--- src/rtl/ddma_pkg.sv ---
// constants and types of the distributed channel claim block
// assumes one 100 MHz clock and 8-bit I/O data from the host side
package ddma_pkg;

   // ==========================================
   // geometry
   localparam int NUM_CH = 8;
   localparam int REGION_BITS = 4;
   localparam int CH_BITS = 3;
   localparam logic [2:0] CASCADE_CH = 3'h4;

   // ==========================================
   // offsets inside a channel region
   localparam logic [3:0] OFF_ADDR_LO = 4'h0;
   localparam logic [3:0] OFF_ADDR_HI = 4'h1;
   localparam logic [3:0] OFF_PAGE = 4'h2;
   localparam logic [3:0] OFF_PAGE_HI = 4'h3;
   localparam logic [3:0] OFF_CNT_LO = 4'h4;
   localparam logic [3:0] OFF_CNT_HI = 4'h5;
   localparam logic [3:0] OFF_CNT_XHI = 4'h6;
   localparam logic [3:0] OFF_RSVD = 4'h7;
   localparam logic [3:0] OFF_STATUS = 4'h8;
   localparam logic [3:0] OFF_REQUEST = 4'h9;
   localparam logic [3:0] OFF_MASK_SET = 4'ha;
   localparam logic [3:0] OFF_MODE = 4'hb;
   localparam logic [3:0] OFF_BP_CLEAR = 4'hc;
   localparam logic [3:0] OFF_FULL_CLEAR = 4'hd;
   localparam logic [3:0] OFF_MASK_CLEAR = 4'he;
   localparam logic [3:0] OFF_MASK = 4'hf;

   // ==========================================
   // field positions
   localparam int SEL_MASTER_BIT = 4;
   localparam int CMD_DRQ_LOW_BIT = 6;
   localparam int CMD_DISABLE_BIT = 2;
   localparam int REQ_SET_BIT = 2;
   localparam int MASK_SET_BIT = 2;
   localparam int MASK_BIT = 0;
   localparam int STAT_PEND_LSB = 4;
   localparam int STAT_TC_LSB = 0;

   // ==========================================
   // reset values
   localparam logic [7:0] STATUS_RST = 8'h00;
   localparam logic [7:0] CMD_RST = 8'h00;
   localparam logic [7:0] MODE_RST = 8'h00;
   localparam logic MASK_RST = 1'b0;
   localparam logic [7:0] SHADOW_ZERO = 8'h00;

   // ==========================================
   // types
   typedef enum logic [1:0] {XFER_DEMAND, XFER_SINGLE, XFER_BLOCK, XFER_CASCADE} xfer_mode_e;
   typedef enum logic [1:0] {DIR_RSVD_LO, DIR_MEM_WRITE, DIR_MEM_READ, DIR_RSVD_HI} xfer_dir_e;

   typedef struct packed {
      xfer_mode_e sel;
      logic down;
      logic autoinit;
      xfer_dir_e dir;
      logic [1:0] unused;
   } mode_s;

   typedef struct packed {
      logic [15:0] addr;
      logic [7:0] page;
      logic [7:0] page_hi;
      logic [15:0] count;
      logic [7:0] count_hi;
      mode_s mode;
      logic mask;
      logic sw_req;
      logic tc;
   } chan_s;

   typedef struct packed {
      logic valid;
      logic write;
      logic [15:0] addr;
      logic [7:0] wdata;
   } io_req_s;

   typedef struct packed {
      logic done;
      logic claim;
      logic [7:0] rdata;
   } io_rsp_s;

   typedef struct packed {
      chan_s [NUM_CH-1:0] ch;
      logic [1:0][7:0] cmd;
      logic [1:0] bp;
      logic [NUM_CH-1:0] drq_meta;
      logic [NUM_CH-1:0] drq_sync;
      io_rsp_s rsp;
   } state_s;

endpackage

--- src/rtl/ddma_claim.sv ---
// channel group claiming remapped I/O cycles in a distributed scheme
// assumes the host presents one I/O cycle per valid pulse, same clock,
// and that configuration space logic supplies base and selector
`timescale 1ns/10ps
module ddma_claim
   import ddma_pkg::*;
(
   input wire logic clk_i,
   input wire logic resetn_i,
   input wire io_req_s io_req_i,
   input wire logic [15:0] io_base_i,
   input wire logic [7:0] cfg_select_i,
   input wire logic peer_claim_i,
   input wire logic [NUM_CH-1:0] dreq_i,
   input wire logic [NUM_CH-1:0] tc_i,
   output io_rsp_s io_rsp_o,
   output mode_s [NUM_CH-1:0] mode_o,
   output logic [NUM_CH-1:0] svc_req_o
);

   // ==========================================
   // reset release
   logic rst_meta_q;
   logic rst_n;

   always_ff @(posedge clk_i or negedge resetn_i) begin
      if (!resetn_i) begin
         rst_meta_q <= 1'b0;
         rst_n <= 1'b0;
      end else begin
         rst_meta_q <= 1'b1;
         rst_n <= rst_meta_q;
      end
   end

   // ==========================================
   // decode
   state_s q;
   state_s d;
   logic in_window;
   logic [2:0] ch;
   logic [3:0] off;
   logic grp;
   logic is_master;
   logic own;
   logic chan_claim;
   logic legal;
   logic claim_ok;
   logic [2:0] tgt;
   logic [NUM_CH-1:0] pend;
   logic [NUM_CH-1:0] dir_ok;

   // base is region-aligned to 128 bytes, so low 7 bits of it are ignored
   assign in_window = io_req_i.addr[15:REGION_BITS+CH_BITS]
      == io_base_i[15:REGION_BITS+CH_BITS];
   assign ch = io_req_i.addr[REGION_BITS +: CH_BITS];
   assign off = io_req_i.addr[REGION_BITS-1:0];
   assign grp = ch[2];
   assign is_master = cfg_select_i[SEL_MASTER_BIT];
   // selector bit 4 is the master flag, never a claim bit
   assign own = (ch != CASCADE_CH) && cfg_select_i[ch];
   assign chan_claim = own || (is_master
      && ((ch == CASCADE_CH) || !peer_claim_i));
   assign tgt = {grp, io_req_i.wdata[1:0]};

   always_comb begin
      legal = 1'b0;
      if (io_req_i.write) begin
         legal = (off != OFF_RSVD);
      end else begin
         case (off)
            OFF_ADDR_LO, OFF_ADDR_HI, OFF_PAGE, OFF_PAGE_HI: legal = 1'b1;
            OFF_CNT_LO, OFF_CNT_HI, OFF_CNT_XHI: legal = 1'b1;
            OFF_STATUS, OFF_MASK: legal = 1'b1;
            // write-only readback exists only as master shadows
            OFF_REQUEST, OFF_MODE, OFF_FULL_CLEAR: legal = is_master;
            default: legal = 1'b0;
         endcase
      end
   end

   assign claim_ok = io_req_i.valid && in_window && chan_claim && legal;

   // ==========================================
   // per-channel request view
   genvar gi;
   generate
      for (gi = 0; gi < NUM_CH; gi++) begin : g_chan
         assign pend[gi] = (q.drq_sync[gi] ^ q.cmd[gi/4][CMD_DRQ_LOW_BIT])
            | q.ch[gi].sw_req;
         assign dir_ok[gi] = (q.ch[gi].mode.sel == XFER_CASCADE)
            || (q.ch[gi].mode.dir == DIR_MEM_WRITE)
            || (q.ch[gi].mode.dir == DIR_MEM_READ);
         assign svc_req_o[gi] = pend[gi] && !q.ch[gi].mask
            && !q.cmd[gi/4][CMD_DISABLE_BIT] && dir_ok[gi];
         assign mode_o[gi] = q.ch[gi].mode;
      end
   endgenerate

   assign io_rsp_o = q.rsp;

   // ==========================================
   // next state
   always_comb begin
      d = q;
      d.drq_meta = dreq_i;
      d.drq_sync = q.drq_meta;
      d.rsp.done = io_req_i.valid;
      d.rsp.claim = claim_ok;
      d.rsp.rdata = SHADOW_ZERO;
      if (claim_ok && io_req_i.write) begin
         case (off)
            OFF_ADDR_LO: begin
               if (q.bp[grp]) begin
                  d.ch[ch].addr[15:8] = io_req_i.wdata;
               end else begin
                  d.ch[ch].addr[7:0] = io_req_i.wdata;
               end
               d.bp[grp] = !q.bp[grp];
            end
            OFF_ADDR_HI: d.ch[ch].addr[15:8] = io_req_i.wdata;
            OFF_PAGE: d.ch[ch].page = io_req_i.wdata;
            OFF_PAGE_HI: d.ch[ch].page_hi = io_req_i.wdata;
            OFF_CNT_LO: begin
               if (q.bp[grp]) begin
                  d.ch[ch].count[15:8] = io_req_i.wdata;
               end else begin
                  d.ch[ch].count[7:0] = io_req_i.wdata;
               end
               d.bp[grp] = !q.bp[grp];
            end
            OFF_CNT_HI: d.ch[ch].count[15:8] = io_req_i.wdata;
            OFF_CNT_XHI: d.ch[ch].count_hi = io_req_i.wdata;
            OFF_STATUS: d.cmd[grp] = io_req_i.wdata;
            OFF_REQUEST: d.ch[tgt].sw_req = io_req_i.wdata[REQ_SET_BIT];
            OFF_MASK_SET: d.ch[ch].mask = io_req_i.wdata[MASK_SET_BIT];
            OFF_MODE: d.ch[tgt].mode = mode_s'(io_req_i.wdata);
            OFF_BP_CLEAR: d.bp[grp] = 1'b0;
            OFF_FULL_CLEAR: begin
               for (int i = 0; i < 4; i++) begin
                  d.ch[{grp, 2'(i)}].mode = mode_s'(MODE_RST);
                  d.ch[{grp, 2'(i)}].mask = 1'b1;
                  d.ch[{grp, 2'(i)}].sw_req = 1'b0;
                  d.ch[{grp, 2'(i)}].tc = 1'b0;
               end
               d.cmd[grp] = CMD_RST;
               d.bp[grp] = 1'b0;
            end
            OFF_MASK_CLEAR: begin
               for (int i = 0; i < 4; i++) begin
                  d.ch[{grp, 2'(i)}].mask = MASK_RST;
               end
            end
            OFF_MASK: d.ch[ch].mask = io_req_i.wdata[MASK_BIT];
            default: d.rsp.rdata = SHADOW_ZERO;
         endcase
      end else if (claim_ok) begin
         case (off)
            OFF_ADDR_LO: begin
               d.rsp.rdata = q.bp[grp] ? q.ch[ch].addr[15:8] : q.ch[ch].addr[7:0];
               d.bp[grp] = !q.bp[grp];
            end
            OFF_ADDR_HI: d.rsp.rdata = q.ch[ch].addr[15:8];
            OFF_PAGE: d.rsp.rdata = q.ch[ch].page;
            OFF_PAGE_HI: d.rsp.rdata = q.ch[ch].page_hi;
            OFF_CNT_LO: begin
               d.rsp.rdata = q.bp[grp] ? q.ch[ch].count[15:8] : q.ch[ch].count[7:0];
               d.bp[grp] = !q.bp[grp];
            end
            OFF_CNT_HI: d.rsp.rdata = q.ch[ch].count[15:8];
            OFF_CNT_XHI: d.rsp.rdata = q.ch[ch].count_hi;
            OFF_STATUS: begin
               for (int i = 0; i < 4; i++) begin
                  d.rsp.rdata[STAT_PEND_LSB+i] = pend[{grp, 2'(i)}];
                  d.rsp.rdata[STAT_TC_LSB+i] = q.ch[{grp, 2'(i)}].tc;
                  d.ch[{grp, 2'(i)}].tc = 1'b0;
               end
            end
            // shadows of write-only registers, then the read/write mask register
            OFF_REQUEST: d.rsp.rdata = {5'h00, q.ch[ch].sw_req, ch[1:0]};
            OFF_MODE: d.rsp.rdata = q.ch[ch].mode;
            OFF_MASK: d.rsp.rdata = {7'h00, q.ch[ch].mask};
            default: d.rsp.rdata = SHADOW_ZERO;
         endcase
      end
      // terminal count set wins over a status read or full clear
      for (int i = 0; i < NUM_CH; i++) begin
         if (tc_i[i]) begin
            d.ch[i].tc = 1'b1;
         end
      end
   end

   always_ff @(posedge clk_i or negedge rst_n) begin
      if (!rst_n) begin
         q <= '0;
      end else begin
         q <= d;
      end
   end

   // ==========================================
   // checks
   property p_outside_ignored;
      @(posedge clk_i) disable iff (!rst_n)
         io_req_i.valid && !in_window |=> q.rsp.done && !q.rsp.claim;
   endproperty
   a_outside_ignored: assert property (p_outside_ignored)
      else $error("claimed a cycle outside the remapped window");

   property p_remote_wo_read;
      @(posedge clk_i) disable iff (!rst_n)
         io_req_i.valid && !io_req_i.write && !is_master
         && (off == OFF_MODE || off == OFF_REQUEST || off == OFF_FULL_CLEAR)
         |=> !q.rsp.claim;
   endproperty
   a_remote_wo_read: assert property (p_remote_wo_read)
      else $error("remote answered a write-only read");

   property p_cascade_master;
      @(posedge clk_i) disable iff (!rst_n)
         io_req_i.valid && in_window && is_master && ch == CASCADE_CH
         && off == OFF_STATUS |=> q.rsp.claim;
   endproperty
   a_cascade_master: assert property (p_cascade_master)
      else $error("master failed to claim cascade channel");

   property p_master_default;
      @(posedge clk_i) disable iff (!rst_n)
         io_req_i.valid && in_window && is_master && !peer_claim_i
         && io_req_i.write && off != OFF_RSVD |=> q.rsp.claim;
   endproperty
   a_master_default: assert property (p_master_default)
      else $error("master left an unclaimed channel");

   property p_mask_clear;
      @(posedge clk_i) disable iff (!rst_n)
         claim_ok && io_req_i.write && off == OFF_MASK_CLEAR
         |=> !q.ch[{$past(grp), 2'h0}].mask && !q.ch[{$past(grp), 2'h3}].mask;
   endproperty
   a_mask_clear: assert property (p_mask_clear)
      else $error("mask clear left a channel masked");

   property p_full_clear;
      @(posedge clk_i) disable iff (!rst_n)
         claim_ok && io_req_i.write && off == OFF_FULL_CLEAR
         |=> q.ch[{$past(grp), 2'h1}].mask && q.cmd[$past(grp)] == CMD_RST
         && !q.bp[$past(grp)];
   endproperty
   a_full_clear: assert property (p_full_clear)
      else $error("full clear did not restore the group");

   property p_bp_clear;
      @(posedge clk_i) disable iff (!rst_n)
         claim_ok && io_req_i.write && off == OFF_BP_CLEAR |=> !q.bp[$past(grp)];
   endproperty
   a_bp_clear: assert property (p_bp_clear)
      else $error("byte pointer not cleared");

   property p_bp_toggle;
      @(posedge clk_i) disable iff (!rst_n)
         claim_ok && (off == OFF_ADDR_LO || off == OFF_CNT_LO)
         |=> q.bp[$past(grp)] != $past(q.bp[grp]);
   endproperty
   a_bp_toggle: assert property (p_bp_toggle)
      else $error("byte pointer did not alternate");

   property p_sw_request;
      @(posedge clk_i) disable iff (!rst_n)
         claim_ok && io_req_i.write && off == OFF_REQUEST
         |=> q.ch[$past(tgt)].sw_req == $past(io_req_i.wdata[REQ_SET_BIT]);
   endproperty
   a_sw_request: assert property (p_sw_request)
      else $error("software request not taken on target channel");

   property p_status_tc;
      @(posedge clk_i) disable iff (!rst_n)
         claim_ok && !io_req_i.write && off == OFF_STATUS
         |=> q.rsp.rdata[STAT_TC_LSB] == $past(q.ch[{grp, 2'h0}].tc);
   endproperty
   a_status_tc: assert property (p_status_tc)
      else $error("status terminal count bit mismatch");

   property p_disable_gates;
      @(posedge clk_i) disable iff (!rst_n)
         q.cmd[0][CMD_DISABLE_BIT] |-> svc_req_o[3:0] == 4'h0;
   endproperty
   a_disable_gates: assert property (p_disable_gates)
      else $error("disabled controller still requests service");

endmodule // ddma_claim

--- config.mk ---
export PLATFORM = sky130hd
export DESIGN_NAME = ddma_claim
export DESIGN_NICKNAME = d
export VERILOG_FILES = /design/src/rtl/ddma_pkg.sv /design/src/rtl/ddma_claim.sv
export SDC_FILE = /design/constraint.sdc
export NUM_CORES = 2
export LEC_CHECK = 0
export ABC_CLOCK_PERIOD_IN_PS = 50200
export BUFFER_PORTS_ARGS = -buffer_cell sky130_fd_sc_hd__buf_2
export CAP_MARGIN = 10
export CORE_MARGIN = 2
export CORE_UTILIZATION = 50
export CTS_BUF_LIST = sky130_fd_sc_hd__clkbuf_4 sky130_fd_sc_hd__clkbuf_8
export DETAILED_ROUTE_END_ITERATION = 10
export HOLD_SLACK_MARGIN = 0.03
export PLACE_DENSITY = 0.74
export RECOVER_POWER = 100
export SYNTH_ARGS = -nofsm -noshare
export SYNTH_HDL_FRONTEND = slang
export SYNTH_SLANG_ARGS = --single-unit
--- constraint.sdc ---
create_clock -name clk_i -period 50.2 [get_ports clk_i]
set_input_delay 7.53 -clock clk_i [delete_from_list [all_inputs] [get_ports clk_i]]
set_output_delay 7.53 -clock clk_i [all_outputs]
set_load 0.05 [all_outputs]
==> impl_summary.md <==
Status
The run finished, with violations left. The checks that failed: capacitance limit, slew limit.

Yosys
The synthesized area per cell is 12.2 um2. Yosys mapped the design onto 90 distinct sky130hd cell types. Synthesis inferred 570 register bits. The synthesized design contains 0 enable-type register cells. The Yosys warning count is 0. The gate count of the mapped netlist is between 2000 and 2500. The net count after synthesis is roughly 2400. The primary flip-flop cell chosen by synthesis mapping is dfrtp_1.

Summing every instance area after synthesis gives around 28000 um2. The sequential element share of the synthesized area is 51.4%. The proportion of register bits with asynchronous set or reset after synthesis is 100%.

Critical path
The critical path contains buffers and inverters numbering 4 combined. The startpoint of the worst-slack reg-to-reg timing path is rst_n$_DFF_PN0_. The critical path depth in cells is 10. In this design, the stage delay of the slowest critical-path cell is roughly 1700 ps. The critical path launch point type is an input port. The signal on the critical path passes through clkbuf_1 > clkbuf_1 > clkbuf_1 > nor3b_1 > o21ai_0 > o2111ai_1 > nand3_2 > clkbuf_1 > nor3_1 > mux2_1. The most repeated library cell on the critical path is clkbuf_1. The kind of cell adding the most delay to the critical path is buffers and inverters. The startpoint-to-endpoint class of the critical path is input port to register. STA puts the critical path data required time at 50760 ps. The highest net fanout along the worst path is 37.

For this design, the slowest cell found on the critical path is clkbuf_1. The worst setup path is captured at a register. In this run the critical register-to-register path is captured at q[494]$_DFFE_PN0P_.

For flop-to-flop paths, the worst setup slack is 36460 ps. The depth of the worst register-to-register path is 2. The data arrival time of the critical path is 16510 ps.

Layout
After filler insertion, the fill cell instance count of the layout stands at ~4600. Leaving out fill and tap cells, the most frequent cell in the layout is dfrtp_1. The post-route core utilization is a little over half. Registers take between 10000 and 15000 um2. The library cells used most frequently in the layout, excluding fill and tap cells, are dfrtp_1 (570), o2bb2ai_1 (253), mux2_2 (206), nand2_1 (158), clkbuf_8 (116). After the last flow step, the layout net total stands at 2406.

The relative area change from synthesis to final layout is 8.38%. Summing all multi-input logic gate instances after layout gives about 12000 um2. The proportion of layout cells with a drive suffix above 1 is a little under a quarter.

Drt
For this block, the initial DRC count from the detailed router was between 2000 and 3000. Dividing the detail-routed wire length by the instance count gives 30.2 um. The first detailed-routing pass ran for 6 iterations. The number of antenna-violating nets in the routed design is 0.

After detailed routing, the total wire length is approximately 96000 um. The DRC violations left is 0. The vias after detailed routing is 21680. The detail-routed via count per cell is slightly below 7.

Timing
Setup violations remaining at the end of the flow were counted as 0. Setup repair after global routing left no endpoint under its margin. The count of pins over their slew limit is ~760.

The transition time at the pin with the least slew margin is 10140 ps. The final sum of negative setup slack is 0 ps. Clock skew on the completed layout was measured at between 20 and 30 ps. Dividing the final minimum period by the clock period gives around a third. For this run, the top clock speed supported by timing is approximately 63 MHz. The hold violation count in the final report came to 0. The worst slew slack as a fraction of its limit is -576%. The minimum clock period is about 16000 ps.

Clock tree
The longest clock path from root to sink contains 3 buffers. The cell at the root of the clock tree is clkbuf_8. For this design, the sink count on the clock tree is 570. The CTS tree is done.

Counting the buffers created by CTS gives 95. The number of buffers inserted by hold repair at cts is 0. CTS built an H-tree with a depth of 3. Clock-pin slew was measured on the worst setup and hold paths at 60 ps. The clock latency on the worst-skew pair is between 600 and 700 ps. The number of instances resized during post-cts repair is 0. The post-CTS repair timing setup buffer count is 0.

Die
The number of top-level pins is 151. The die outline area is ~57000 um2. The starting utilization of the core area is approximately 50%. The initialized floorplan defines 86 standard-cell rows. From bottom edge to top edge, the die measures around 240 um. The floorplan step set the die width to ~240 um. The core region is approximately 55000 um2.

Power
Across the VDD grid, the largest voltage drop is 18.6 uV. The power density over cell area is approximately 32 nW/um2. The static power due to leakage is 13.1 nW.

Worst hold path
The worst hold path passes through 0 cells. The tightest min-delay check is of the register to register type. The startpoint identified for the worst hold timing path is d[15]$_DFF_PN0_. For hold timing, the worst endpoint is q[15]$_DFF_PN0_.

Run
The tool flagged a number of max-cap violations equal to 23.

GRT
The met2 capacity usage during global routing is 48.7%. The first global-routing pass estimated 142000 um of wire. Global routing used between 40% and 50% of the available met1 tracks.

The via count of the first global-routing pass is roughly 22000. The number of antenna violations at the first check in global routing came to 8. After global routing the overflow that remains totals 0. The pin count of the biggest net entering global routing is roughly 200. Global routing consumed, over all layers together, between 30% and 40% of the routing resources. The most heavily used metal layer in global routing is met2.

The met3 usage is a little under a tenth.

Placed design
The HPWL after detailed placement is between 60000 and 70000 um. The count of input and output buffers is around 140. The congestion estimate from routability-driven global placement came to a little under 1.
==> cell families after synthesis <==
logic type,Yosys count,share of synthesized area (%)
AOI/OAI and AO/OA,678,19.2
DFF,570,51.4
and+or+nand+nor,417,8.45
muxes,342,15.1
buffers and inverters,250,5.04
xor gates and xnor gates,26,0.820
adders and majority gates,1,0.0360
other,1,0.0135
==> flip-flops by register name, indices dropped and copies added (netlist names) <==
| signal | count |
|---|---|
| d | 8 |
| mode_o | 64 |
| io_rsp_o | 10 |
| rst_n | 1 |
| q | 486 |
| rst_meta_q | 1 |
==> per-stage QoR <==
| stage | power (mW) | instances | setup slack (ps) | hold slack [ps] | cell area (um2) |
|---|---|---|---|---|---|
| final | 0.967 | 3166 | 34240 | 345 | 30100 |
| after global routing | 0.995 | 3159 | 33760 | 354 | 30100 |
| after CTS | 0.970 | 3157 | 38810 | 350 | 30500 |
| after detailed placement | 0.527 | 2987 | 38100 | 337 | 28500 |
| after global placement | 0.526 | 2987 | 38140 | 332 | 28500 |
| after floorplan | 0.505 | 2285 | 33140 | 331 | 27800 |
==> power by group <==
part	switching [mW]	total [mW]	leakage [nW]	internal [mW]
registers	0.00150	0.462	7.86	0.461
logic	0.0454	0.0577	4.19	0.0123
clock network	0.192	0.447	1.09	0.255
total	0.239	0.967	13.1	0.728
==> synthesized netlist by cell type, types with 5 or more instances <==
cell type / number / area share (%)
buf_1: 9 / 0.12
o211ai_1: 8 / 0.22
nor3_1: 21 / 0.38
a31oi_1: 12 / 0.27
and2_1: 20 / 0.45
a221oi_1: 55 / 1.7
mux2_2: 213 / 8.6
o31ai_1: 8 / 0.22
nor3_2: 9 / 0.32
buf_4: 87 / 2.4
a211o_1: 7 / 0.22
mux2i_1: 78 / 2.8
o2bb2ai_1: 253 / 8.0
a21o_1: 11 / 0.30
o21ai_0: 81 / 1.5
nand4_1: 9 / 0.20
a22oi_1: 36 / 0.97
or2_2: 5 / 0.11
nor2_1: 63 / 0.85
buf_6: 10 / 0.41
dfrtp_1: 570 / 51
xnor2_1: 10 / 0.32
nand2_1: 150 / 2.0
buf_2: 48 / 0.87
a211oi_1: 8 / 0.22
mux2_1: 11 / 0.45
a22o_1: 59 / 1.9
nand2_4: 5 / 0.20
clkbuf_1: 81 / 1.1
a2bb2oi_1: 5 / 0.16
mux4_2: 39 / 3.2
nor3_4: 15 / 0.88
xor2_1: 16 / 0.50
o221ai_1: 6 / 0.19
nor2b_1: 17 / 0.38
a211o_2: 11 / 0.40
nor4_1: 11 / 0.25
o22a_1: 5 / 0.16
inv_1: 14 / 0.19
a21oi_1: 42 / 0.76
nand2b_1: 12 / 0.27
o22ai_1: 28 / 0.63
nand3_1: 41 / 0.74
==> layout make-up <==
cell class              count  share of cell area (%)
repair buffers            190                    3.12
well taps                 748                    3.11
clock inverters            19                   0.711
diodes                      8                  0.0665
multi-input cells        1465                    39.2
clock buffers             151                    6.18
inverters                  15                   0.187
flip-flops and latches    570                    47.4
==> worst max-delay path by stage <==
stage / from / end / slack, ps
global placement: io_req_i[12] / mode_o[21]$_DFFE_PN0P_ / 38140
finish: io_req_i[12] / q[509]$_DFFE_PN0P_ / 34240
global route: rst_n$_DFF_PN0_ / q[314]$_DFFE_PN0P_ / 33760
detailed placement: io_req_i[12] / mode_o[21]$_DFFE_PN0P_ / 38100
CTS: io_req_i[12] / mode_o[21]$_DFFE_PN0P_ / 38810
floorplan: rst_n$_DFF_PN0_ / d[10]$_DFF_PN0_ / 33140
==> per-layer routing <==
layer  part of all wire (%)  vias to the layer above
li1                       -                     8818
met1                     38                    10994
met2                     43                     1488
met3                     12                      374
met4                    6.9                        6
met5                  0.041                        -
(Power assumes the default switching activity.)
